File: config.mk
export PLATFORM = sky130hd
export DESIGN_NAME = phd_preload_hint_decode
export DESIGN_NICKNAME = d
export VERILOG_FILES = /design/src/rtl/phd_pkg.sv /design/src/rtl/phd_addr_calc.sv /design/src/rtl/phd_preload_hint_decode.sv
export SDC_FILE = /design/constraint.sdc
export NUM_CORES = 1
export LEC_CHECK = 0
export BUFFER_PORTS_ARGS = -buffer_cell sky130_fd_sc_hd__buf_2
export CORE_MARGIN = 3
export CORE_UTILIZATION = 45
export CTS_CLUSTER_DIAMETER = 60
export DETAILED_ROUTE_END_ITERATION = 8
export PLACE_DENSITY = 0.73
export SYNTH_ARGS = -nofsm -noshare
export SYNTH_HDL_FRONTEND = slang
export SYNTH_HIERARCHICAL = 1
export SYNTH_SLANG_ARGS = --single-unit
export TNS_END_PERCENT = 20
File: constraint.sdc
create_clock -name i_clk_sys -period 0.8 [get_ports i_clk_sys]
set_input_delay 0.08 -clock i_clk_sys [delete_from_list [all_inputs] [get_ports i_clk_sys]]
set_output_delay 0.08 -clock i_clk_sys [all_outputs]
set_load 0.02 [all_outputs]
File: src/rtl/phd_pkg.sv
package phd_pkg;

    // Instruction word layout: first halfword in [31:16], second in [15:0]
    localparam int HW_HI_MSB        = 31;
    localparam int HW_HI_LSB        = 16;
    localparam int BASE_FIELD_LSB   = 16;
    localparam int BASE_FIELD_W     = 4;
    localparam int UPDOWN_BIT       = 23;
    localparam int WIDE_OFF_W       = 12;
    localparam int NARROW_OFF_W     = 8;
    localparam int SHIFT_FIELD_LSB  = 4;
    localparam int SHIFT_FIELD_W    = 2;
    localparam int OFFREG_LSB       = 0;
    localparam int OFFREG_W         = 4;
    localparam int SECOND_HI_LSB    = 12;
    localparam int MID_LSB          = 6;

    // Opcode patterns of the first halfword with the base field masked off, or with the up bit masked for literals
    localparam logic [15:0] HW_MASK_BASE   = 16'hFFF0;
    localparam logic [15:0] HW_MASK_U      = 16'hFF7F;
    localparam logic [15:0] OP_DATA_WIDE   = 16'hF890;
    localparam logic [15:0] OP_DATA_NARROW = 16'hF810;
    localparam logic [15:0] OP_DATA_LIT    = 16'hF81F;
    localparam logic [15:0] OP_CODE_WIDE   = 16'hF990;
    localparam logic [15:0] OP_CODE_NARROW = 16'hF910;
    localparam logic [15:0] OP_CODE_LIT    = 16'hF91F;
    localparam logic [3:0]  SECOND_HI_PAT  = 4'hF;
    localparam logic [3:0]  NARROW_SEL_PAT = 4'hC;
    localparam logic [5:0]  REG_MID_PAT    = 6'h00;

    // Register numbers with fixed meaning
    localparam logic [3:0] REG_PC = 4'hF;
    localparam logic [3:0] REG_SP = 4'hD;

    // Low address bits dropped when aligning the program counter
    localparam logic [31:0] PC_ALIGN_MASK = 32'hFFFFFFFC;

    // Decoded preload form
    typedef enum logic [2:0] {
        PHD_FORM_NONE,
        PHD_FORM_DATA_WIDE,
        PHD_FORM_DATA_NARROW,
        PHD_FORM_DATA_LIT,
        PHD_FORM_DATA_REG,
        PHD_FORM_CODE_WIDE,
        PHD_FORM_CODE_NARROW,
        PHD_FORM_CODE_LIT
    } phd_form_t;

    // Issued hint toward the memory system
    typedef struct packed {
        logic        data_prefetch_request;
        logic        code_prefetch_request;
        logic        unpredictable;
        logic [31:0] address;
    } phd_hint_t;

endpackage : phd_pkg

File: src/rtl/phd_addr_calc.sv
`timescale 1ns/1ps
// Add or subtract an offset from a base; the hint address wraps mod 2^32
module phd_addr_calc (
    // Operands
    input  wire logic [31:0] i_base,
    input  wire logic [31:0] i_offset,
    input  wire logic        i_add,
    // Result
    output wire logic [31:0] o_address
);
    assign o_address = i_add ? (i_base + i_offset) : (i_base - i_offset);
endmodule : phd_addr_calc

File: src/rtl/phd_preload_hint_decode.sv
`timescale 1ns/1ps
// What this block does
// RULE1: Immediate data preload: base plus or minus offset
// RULE2: Data preload issues a data prefetch request
// RULE3: Literal: zero-extend twelve bits, up bit adds
// RULE4: Literal base is program counter aligned down four
// RULE5: Assembler keeps literal offsets within plus/minus 4095
// RULE6: Non-negative literal offset: magnitude, add set
// RULE7: Negative literal offset: magnitude, add cleared
// RULE8: Alternative syntax takes magnitude 0-4095 only
// RULE9: Register form with base all ones is literal
// RULE10: Offset register 13 or 15 is unpredictable
// RULE11: Offset register shifted left by 0 to 3
// RULE12: Register form adds shifted offset to base
// RULE13: Stack pointer allowed as register-form base
// RULE14: Instruction preload issues a code prefetch request
// RULE15: Code wide form adds offset; base ones redirects
// RULE16: Code narrow form subtracts zero-extended eight bits
// RULE17: Program counter base aligned down to four bytes
// RULE18: Failed condition issues nothing; no state change
// RULE19: Hints are optional; results never depend on them
module phd_preload_hint_decode
    import phd_pkg::*;
(
    // Clock and reset
    input  wire logic        i_clk_sys,
    input  wire logic        i_resetn,
    // Instruction from decode stage
    input  wire logic        i_instr_valid,
    input  wire logic [31:0] i_instr,
    input  wire logic        i_cond_pass,
    input  wire logic [31:0] i_pc,
    // Register file read data
    input  wire logic [31:0] i_base_value,
    input  wire logic [31:0] i_offset_value,
    // Register file read addresses
    output logic [3:0]       o_base_reg_field,
    output logic [3:0]       o_offset_reg_field,
    // Hint to memory system
    output logic             o_data_prefetch_request,
    output logic             o_code_prefetch_request,
    output logic             o_unpredictable,
    output logic [31:0]      o_hint_address
);

    // Field extraction; the second halfword sits in [15:0]
    // Every preload form keeps all ones in the top nibble of that halfword
    wire logic [15:0] first_hw      = i_instr[HW_HI_MSB:HW_HI_LSB];
    wire logic [3:0]  base_reg_field =
        i_instr[BASE_FIELD_LSB +: BASE_FIELD_W];
    wire logic [3:0]  offset_reg_field = i_instr[OFFREG_LSB +: OFFREG_W];
    wire logic [3:0]  second_hi     = i_instr[SECOND_HI_LSB +: 4];
    wire logic [3:0]  narrow_sel    = i_instr[NARROW_OFF_W +: 4];
    wire logic [5:0]  reg_mid       = i_instr[MID_LSB +: 6];
    wire logic [1:0]  offset_shift_field =
        i_instr[SHIFT_FIELD_LSB +: SHIFT_FIELD_W];
    wire logic [WIDE_OFF_W-1:0]   wide_offset_field   = i_instr[WIDE_OFF_W-1:0];
    wire logic [NARROW_OFF_W-1:0] narrow_offset_field = i_instr[NARROW_OFF_W-1:0];
    wire logic        up_bit        = i_instr[UPDOWN_BIT];
    // A base of all ones names the program counter, never a register
    wire logic        base_is_pc    = (base_reg_field == REG_PC);

    // Opcode matches; literal forms leave the up bit free
    // A form is taken only when every listed bit agrees
    wire logic m_data_wide   = ((first_hw & HW_MASK_BASE) == OP_DATA_WIDE)
                               && (second_hi == SECOND_HI_PAT);
    wire logic m_data_nr_grp = ((first_hw & HW_MASK_BASE) == OP_DATA_NARROW)
                               && (second_hi == SECOND_HI_PAT);
    wire logic m_data_narrow = m_data_nr_grp && (narrow_sel == NARROW_SEL_PAT);
    wire logic m_data_reg    = m_data_nr_grp && (reg_mid == REG_MID_PAT);
    wire logic m_data_lit    = ((first_hw & HW_MASK_U) == OP_DATA_LIT)
                               && (second_hi == SECOND_HI_PAT);
    wire logic m_code_wide   = ((first_hw & HW_MASK_BASE) == OP_CODE_WIDE)
                               && (second_hi == SECOND_HI_PAT);
    wire logic m_code_narrow = ((first_hw & HW_MASK_BASE) == OP_CODE_NARROW)
                               && (second_hi == SECOND_HI_PAT)
                               && (narrow_sel == NARROW_SEL_PAT);
    // Code literal form claims every code encoding whose base is all ones
    wire logic m_code_lit    = ((first_hw & HW_MASK_U) == OP_CODE_LIT)
                               && (second_hi == SECOND_HI_PAT);

    // Form selection; any data form with base all ones is the literal
    // Each literal form is tested before the other forms of its kind because their patterns overlap;
    // kept combinational so the hint costs one cycle only
    phd_form_t form;
    always_comb begin
        form = PHD_FORM_NONE;
        if (m_data_lit || ((m_data_wide || m_data_nr_grp) && base_is_pc)) begin
            form = PHD_FORM_DATA_LIT; // RULE9
        end else if (m_data_wide) begin
            form = PHD_FORM_DATA_WIDE;
        end else if (m_data_narrow) begin
            form = PHD_FORM_DATA_NARROW;
        end else if (m_data_reg) begin
            form = PHD_FORM_DATA_REG; // RULE13
        end else if (m_code_lit) begin
            form = PHD_FORM_CODE_LIT; // RULE15
        end else if (m_code_wide && !base_is_pc) begin
            form = PHD_FORM_CODE_WIDE; // RULE15
        end else if (m_code_narrow && !base_is_pc) begin
            form = PHD_FORM_CODE_NARROW;
        end
    end

    // Aligned program counter for literal bases
    wire logic [31:0] pc_aligned = i_pc & PC_ALIGN_MASK; // RULE4 RULE17

    // Logical shift; offset bits pushed past bit 31 are lost
    wire logic [31:0] shifted_off = i_offset_value << offset_shift_field; // RULE11

    // Per-form base, offset and direction
    // Defaults mean no hint; the address then only follows the inputs
    logic [31:0] base_sel;
    logic [31:0] extended_offset;
    logic        add_sel;
    logic        is_data;
    logic        is_code;
    always_comb begin
        base_sel        = i_base_value;
        extended_offset = 32'h00000000;
        add_sel         = 1'b1;
        is_data         = 1'b0;
        is_code         = 1'b0;
        case (form)
            PHD_FORM_DATA_WIDE: begin
                extended_offset = {{(32-WIDE_OFF_W){1'b0}}, wide_offset_field}; // RULE1
                is_data         = 1'b1;
            end
            PHD_FORM_DATA_NARROW: begin
                extended_offset = {{(32-NARROW_OFF_W){1'b0}}, narrow_offset_field};
                add_sel         = 1'b0; // RULE1
                is_data         = 1'b1;
            end
            PHD_FORM_DATA_LIT: begin
                base_sel        = pc_aligned; // RULE4
                extended_offset = {{(32-WIDE_OFF_W){1'b0}}, wide_offset_field}; // RULE3
                add_sel         = up_bit; // RULE3
                is_data         = 1'b1;
            end
            PHD_FORM_DATA_REG: begin
                extended_offset = shifted_off; // RULE12
                is_data         = 1'b1;
            end
            PHD_FORM_CODE_WIDE: begin
                extended_offset = {{(32-WIDE_OFF_W){1'b0}}, wide_offset_field}; // RULE15
                is_code         = 1'b1;
            end
            PHD_FORM_CODE_NARROW: begin
                extended_offset = {{(32-NARROW_OFF_W){1'b0}}, narrow_offset_field};
                add_sel         = 1'b0; // RULE16
                is_code         = 1'b1;
            end
            PHD_FORM_CODE_LIT: begin
                base_sel        = pc_aligned; // RULE17
                extended_offset = {{(32-WIDE_OFF_W){1'b0}}, wide_offset_field}; // RULE15
                add_sel         = up_bit; // RULE3
                is_code         = 1'b1;
            end
            default: begin
                // Unknown forms land here and issue nothing
                add_sel = 1'b1;
            end
        endcase
    end

    // Shared adder; wrap-around is the architected behaviour
    // One adder serves every form; only one form is live per cycle
    logic [31:0] calc_address;
    phd_addr_calc u_addr_calc (
        .i_base    (base_sel),
        .i_offset  (extended_offset),
        .i_add     (add_sel),
        .o_address (calc_address)
    );

    // Issue only when the condition passes; no exception path exists,
    // so a hint never faults or writes a register
    // Offset register 13 or 15 still issues; the flag lets the core react
    wire logic issue = i_instr_valid && i_cond_pass; // RULE18
    wire logic reg_unpred = (form == PHD_FORM_DATA_REG)
        && ((offset_reg_field == REG_SP) || (offset_reg_field == REG_PC)); // RULE10

    // Next hint; only the request and unpredictable bits are gated, not the address
    phd_hint_t next_hint;
    assign next_hint.data_prefetch_request = issue && is_data; // RULE2
    assign next_hint.code_prefetch_request = issue && is_code; // RULE14
    assign next_hint.unpredictable         = issue && reg_unpred;
    assign next_hint.address               = calc_address;

    // Output register; the hint is fire-and-forget, nothing waits on it
    // Downstream may drop any hint, so results never depend on it
    phd_hint_t hint;
    always_ff @(posedge i_clk_sys or negedge i_resetn) begin
        if (!i_resetn) begin
            hint <= '0;
        end else begin
            hint <= next_hint; // RULE19
        end
    end

    // Register read addresses echoed from a flop for timing
    // They steer register reads only and carry no hint meaning
    logic [3:0] base_rf;
    logic [3:0] offset_rf;
    always_ff @(posedge i_clk_sys or negedge i_resetn) begin
        if (!i_resetn) begin
            base_rf   <= 4'h0;
            offset_rf <= 4'h0;
        end else begin
            base_rf   <= base_reg_field;
            offset_rf <= offset_reg_field;
        end
    end

    // Every output comes straight from a flop
    assign o_base_reg_field        = base_rf;
    assign o_offset_reg_field      = offset_rf;
    assign o_data_prefetch_request = hint.data_prefetch_request;
    assign o_code_prefetch_request = hint.code_prefetch_request;
    assign o_unpredictable         = hint.unpredictable;
    assign o_hint_address          = hint.address;

endmodule : phd_preload_hint_decode

==> Word-level counts from Yosys, hierarchy flattened <==
Index checks and enable logic that the tools add are counted.
{ "classes": {"n_addsub": 2, "multipliers": 0, "div": 0, "order_cmp": 0, "eq_ne": 18, "n_shift": 1, "mux": 13, "n_bitwise": 0, "n_reduce_logical": 27} }
{ "op_table": {"columns": ["operator", "count"], "rows": [
  ["one-hot mux 32 bit (3 select lines)", 1],
  ["2-to-1 mux 32 bit", 2],
  ["equality test 12 bit (second input constant)", 4],
  ["adder 32 bit", 1],
  ["left shift 32 x 2 -> 32 bit", 1],
  ["subtractor 32 bit", 1],
  ["equality test 15 bit (second input constant)", 2],
  ["2-to-1 mux 3 bit", 7],
  ["equality test 4 bit (second input constant)", 5],
  ["logical AND 1 bit", 17],
  ["equality test 3 bit (second input constant)", 4],
  ["OR reduction 4 bit", 2],
  ["equality test 3 x 2 -> 1 bit (second input constant)", 2],
  ["logical NOT 6 bit", 1],
  ["OR reduction 2 bit", 2],
  ["equality test 3 x 1 -> 1 bit (second input constant)", 1],
  ["logical OR 1 bit", 3],
  ["OR reduction 3 bit", 1],
  ["2-to-1 mux 1 bit", 2],
  ["one-hot mux 1 bit (2 select lines)", 1],
  ["logical NOT 1 bit", 1]
]} }
{ "word_totals": {"register_bits": 43, "latch_bits": 0, "ramBits": 0, "rom_bits": 0, "inputBits": 132, "out_inout_bits": 43, "word_cells": 67, "n_memories": 0} }

==> Longest topological paths before layout <==
{ "depth": {"word_depth": 16, "mapped_depth": 21, "mapped_depth_nobuf": 20} }

==> Hierarchy <==
Netlist, hierarchy kept.
{ "modules_own_cells": {"columns": ["module", "n_inst", "cells_per_inst", "area_each_um2", "seq_area_each_um2"], "rows": [
  ["phd_preload_hint_decode", 1, 198, 2785.2, 1076.0],
  ["phd_addr_calc", 1, 347, 2398.6, 0.0]
]} }

==> Least setup slack after synthesis <==
Ideal clock, no wire load.
{ "synth_path": {"kind": "in2reg", "startpoint": "input port i_instr[4]", "endpoint": "register hint (netlist bit o_hint_address[31])", "setup_ns": 0.080, "arrival_time_ns": 4.519, "t_required_ns": 0.720, "setup_slack_ns": -3.799, "path_stages": 18, "n_path_buf": 2, "cell_sequence": "buf_2 -> buf_1 -> mux4_2 -> nor2b_1 -> or4_4 -> or3_1 -> or3_4 -> nor3_1 -> nor2_1 -> xor2_1 -> ha_1 -> a21o_1 -> a21oi_1 -> o21ai_0 -> a21oi_1 -> nor2b_1 -> nor4_1 -> xnor2_1"} }
{ "synth_via": {"elab_chain_len": 4, "word_cells_on_any_way": 5, "cone_classes": "add/sub: 2; shift: 1; mux: 2"} }
{ "synth_lines": {"columns": ["element", "line_no", "text"], "rows": [
  ["start: declaration", "phd_preload_hint_decode.sv:30", "input wire logic [31:0] i_instr,"],
  ["left shift 32 x 2 -> 32 bit (*)", "phd_preload_hint_decode.sv:109", "wire logic [31:0] shifted_off = i_offset_value << offset_shift_field;"],
  ["one-hot mux 32 bit (3 select lines) (*)", "phd_preload_hint_decode.sv:124", "case (form)"],
  ["net extended_offset[20]", "phd_preload_hint_decode.sv:114", "logic [31:0] extended_offset;"],
  ["subtractor 32 bit or adder 32 bit (tied branches)", "phd_addr_calc.sv:11", "assign o_address = i_add ? (i_base + i_offset) : (i_base - i_offset);"],
  ["2-to-1 mux 32 bit (*)", "phd_addr_calc.sv:11", null],
  ["net calc_address[31]", "phd_preload_hint_decode.sv:168", "logic [31:0] calc_address;"],
  ["end signal: assignment", "phd_preload_hint_decode.sv:197", "hint <= next_hint;"],
  ["end: declaration", "phd_preload_hint_decode.sv:192", "phd_hint_t hint;"]
]} }
Mark *: on every way through the listed nets, which the timed path passes. The rest lies on a longest branch.

==> Worst setup path in the final report <==
{ "layout_path": {"startpoint": "input port i_instr[4]", "endpoint": "register hint (netlist bit o_hint_address[29])"} }
The elaborated chain is that of the path after synthesis.

==> results.ini <==
[run_status]
status = complete, but fails checks
violations = hold timing, setup timing

[final_layout]
layout.cells.non_filler = 1093
num_antenna_cells = 0
finalInstanceArea_mm2 = 0.009308
final_nets = 1124
drive_above_1_share = 0.6831
layout-area-overhead-vs-synth_pct = 79.56
final-seq-area_mm2 = 0.001076
fill_cells = 579
multi_input_area_mm2 = 0.004830

[critical_path]
worstPathMaxFanout = 5
crit_path_start_kind = input port
critical_path_required_ns = 0.98
cp.arrival_ns = 4.34
slowest_stage = or4_4
path_class = input port to flip-flop
critPathCaptureType = flip-flop
crit_chain = buf_12 -> buf_12 -> mux4_2 -> a22oi_2 -> nor2_4 -> or4_4 -> nor3_4 -> buf_4 -> and3_4 -> a21oi_2 -> xor2_1 -> ha_1 -> o21ai_0 -> nor2_2 -> a221o_1 -> a31oi_4 -> buf_4 -> o21ai_2 -> xor2_1
cp-startpoint = i_instr[4]
crit_path_max_incr_delay_ns = 0.60

[synthesis]
yosys.area.top_type_share = 0.2076
synth.area.top_cells = dfrtp_1, mux4_2, ha_1, mux2_4, xor2_1
yosys_most_used_dff = dfrtp_1
synthCells = 545
yosys_warnings = 6
synth_top_cell_by_area = dfrtp_1
muxShareOfSynthArea = 0.2134
synthAdderAreaFrac = 0.09800
ys_ff_latch = 43
synth_top_family_by_area = multiplexers
syn_nets = 717
yosysUniqueCellTypes = 66
post-synth-top-count-cell = nor2_1
seq_area_frac_synth = 0.2076
synthesis.area_mm2 = 0.005184
synthTopCellsByCount = nor2_1, a21oi_1, dfrtp_1, ha_1, xor2_1
yosys.area_share.simple = 0.1907
postSynthAreaPerCell_um2 = 9.511
synth-edff-count = 0
synthArstFlopShare = 1.000
synth_compound_area_frac = 0.1509
synth_xor_xnor_area_share = 0.1028

[timing]
finalHoldViolations = 1
setup_viol = 78
worstMarginPinSlew_ns = 0.5123
fin_crit_ns = 4.155
layout_worst_path_cycle_share = 5.193
grt_setup_unrepaired = yes
whs_ns = -0.001082
final_max_slew_viol_count = 0
fin_setup_tns_ns = -94.19
finalWorstSetupSlack_ns = -3.355
slew_headroom = 0.6556
fmaxAchievable_ghz = 0.2407

[global_route]
grt_usage = 0.2992
overflow = 0
grt_pass1_vias = 6358
grt_max_degree = 44
grt_pass1_wl_um = 31200
antenna_found_initial = 0

[pwr]
p_sw_uw = 2087
clkPwrFrac = 0.325
power.leakage_uw = 0.004585
power_frac_comb = 0.344
p_per_area_mw_per_mm2 = 750.9
ir_worst_vdd_mv = 0.8267
power_frac_seq = 0.330
p_sw_frac = 0.2986
p_int_uw = 4902

[run]
drv_cap = 0

[placement]
placed_cells = 1027
placedInstanceArea_mm2 = 0.007704
hpwl_um = 13770
routabilityCongestion = 0.9437
portBuffers = 172

[detailed_routing]
dr.pass1.iters = 7
wire_per_inst_um = 20.40
vias = 6411
drt_wl_total_um = 22300
drt_first_iter_violations = 456
drc_errors = 0
detail-route-antenna-nets = 0
viasPerCell = 5.866

[floorplanning]
fp.dieW_um = 113.3
io_pins = 175
core_area_mm2 = 0.01103
die_area_mm2 = 0.01284
num_rows = 38
start_util = 0.4699
die_h_um = 113.3

[clock_tree]
cts_tree = yes
numCtsBuffers = 5
clkTransAtPathRegs_ns = 0.07
cts-root-buf = clkbuf_16
htree_levels = 2
clkSinkCount = 43
clk_path_buf_depth = 2

[worst_hold_path]
min-delay-start = i_instr[0]
hold_class = input port to flip-flop

==> power groups by stage <==
stage               clock network (uW)  registers [uW]  logic [uW]
global placement                     0            2340        1940
global route                      2390            2310        2550
detailed placement                   0            2340        1980
floorplan                            0            2480         887
CTS                               2240            2300        2190
finish                            2270            2310        2410
==> state kept, by name, indices dropped and copies added, names as in the netlist <==
signal,cells
o_unpredictable,1
o_offset_reg_field,4
o_hint_address,32
o_code_prefetch_request,1
o_base_reg_field,4
o_data_prefetch_request,1
==> layer usage <==
metal / vias up / GRT usage / wire length, um
li1: 2833 / - / -
met1: 3109 / 0.3761 / 8448
met2: 370 / 0.5253 / 11110
met3: 99 / 0.03209 / 1664
met4: 0 / 0.1186 / 1082
met5: - / 0 / 0
==> critical path, delay by kind of cell <==
kind                     cells  cell delay [ns]
XOR/XNOR                     2             0.49
multiplexers                 1             0.51
AND/OR/NAND/NOR              5             1.21
buffers and inverters        4             0.50
AO/OA/AOI/OAI                6             1.20
adder cells (fa/ha/maj)      1             0.33
==> logic make-up (layout without fill, tap and decap cells) <==
logic type                 after synthesis  after routing
and+or+nand+nor                        184            184
AOI/OAI and AO/OA                      122            122
muxes                                   61             61
xor gates and xnor gates                60             60
DFF                                     43             43
adders and majority gates               40             40
buffers and inverters                   35            443
==> repair_timing <==
| item | 4_1_cts | 5_1_grt |
|---|---|---|
| endpoints found under the setup margin | 78 | 78 |
| hold endpoints to repair | 47 | 0 |
| gates resized for setup | 125 | 99 |
| setup buffers | 46 | 13 |
| hold buffers | 5 | 0 |
| pin swaps | 80 | 44 |
==> stage by stage <==
step / hold slack, ns / power (uW) / utilization / worst slack (ns)
after floorplan: -0.2156 / 3370 / - / -3.197
after global placement: 0.06383 / 4282 / 0.6984 / -3.541
after detailed placement: 0.07457 / 4325 / 0.6984 / -3.671
after CTS: 0.001265 / 6728 / 0.7956 / -3.052
after global routing: -0.01016 / 7255 / 0.8438 / -3.414
final: -0.001082 / 6989 / 0.8438 / -3.355
==> placed cells by master (no fill, tap or decap), types with 16 or more instances in the layout <==
cell,synthesis,final
dfrtp_1,43,43
nor2_2,1,19
mux2_4,28,28
buf_4,0,215
xnor2_1,23,19
mux4_2,28,28
nor2b_1,29,21
a21oi_1,44,16
nand2_1,28,17
buf_2,2,161
xor2_1,36,33
a21oi_2,0,21
buf_6,1,34
nor2_1,55,30
ha_1,39,35
==> cell type report <==
class | count | share of cell area
clock buffer | 7 | 0.01640
inverter | 11 | 0.004705
sequential | 43 | 0.1156
clock inverter | 1 | 0.0008066
multi-input combinational | 467 | 0.5189
timing repair buffer | 424 | 0.3248
tap | 140 | 0.01882
==> final timing paths <==
path	end	slack, ns	cells past startpoint
max	o_hint_address[29]	-3.35	19
min	o_offset_reg_field[0]	-0.001	2
max in group asynchronous	o_hint_address[21]	0.26	3
min in group asynchronous	o_offset_reg_field[3]	0.30	3
No activity file was read; power rests on OpenSTA's default activity.
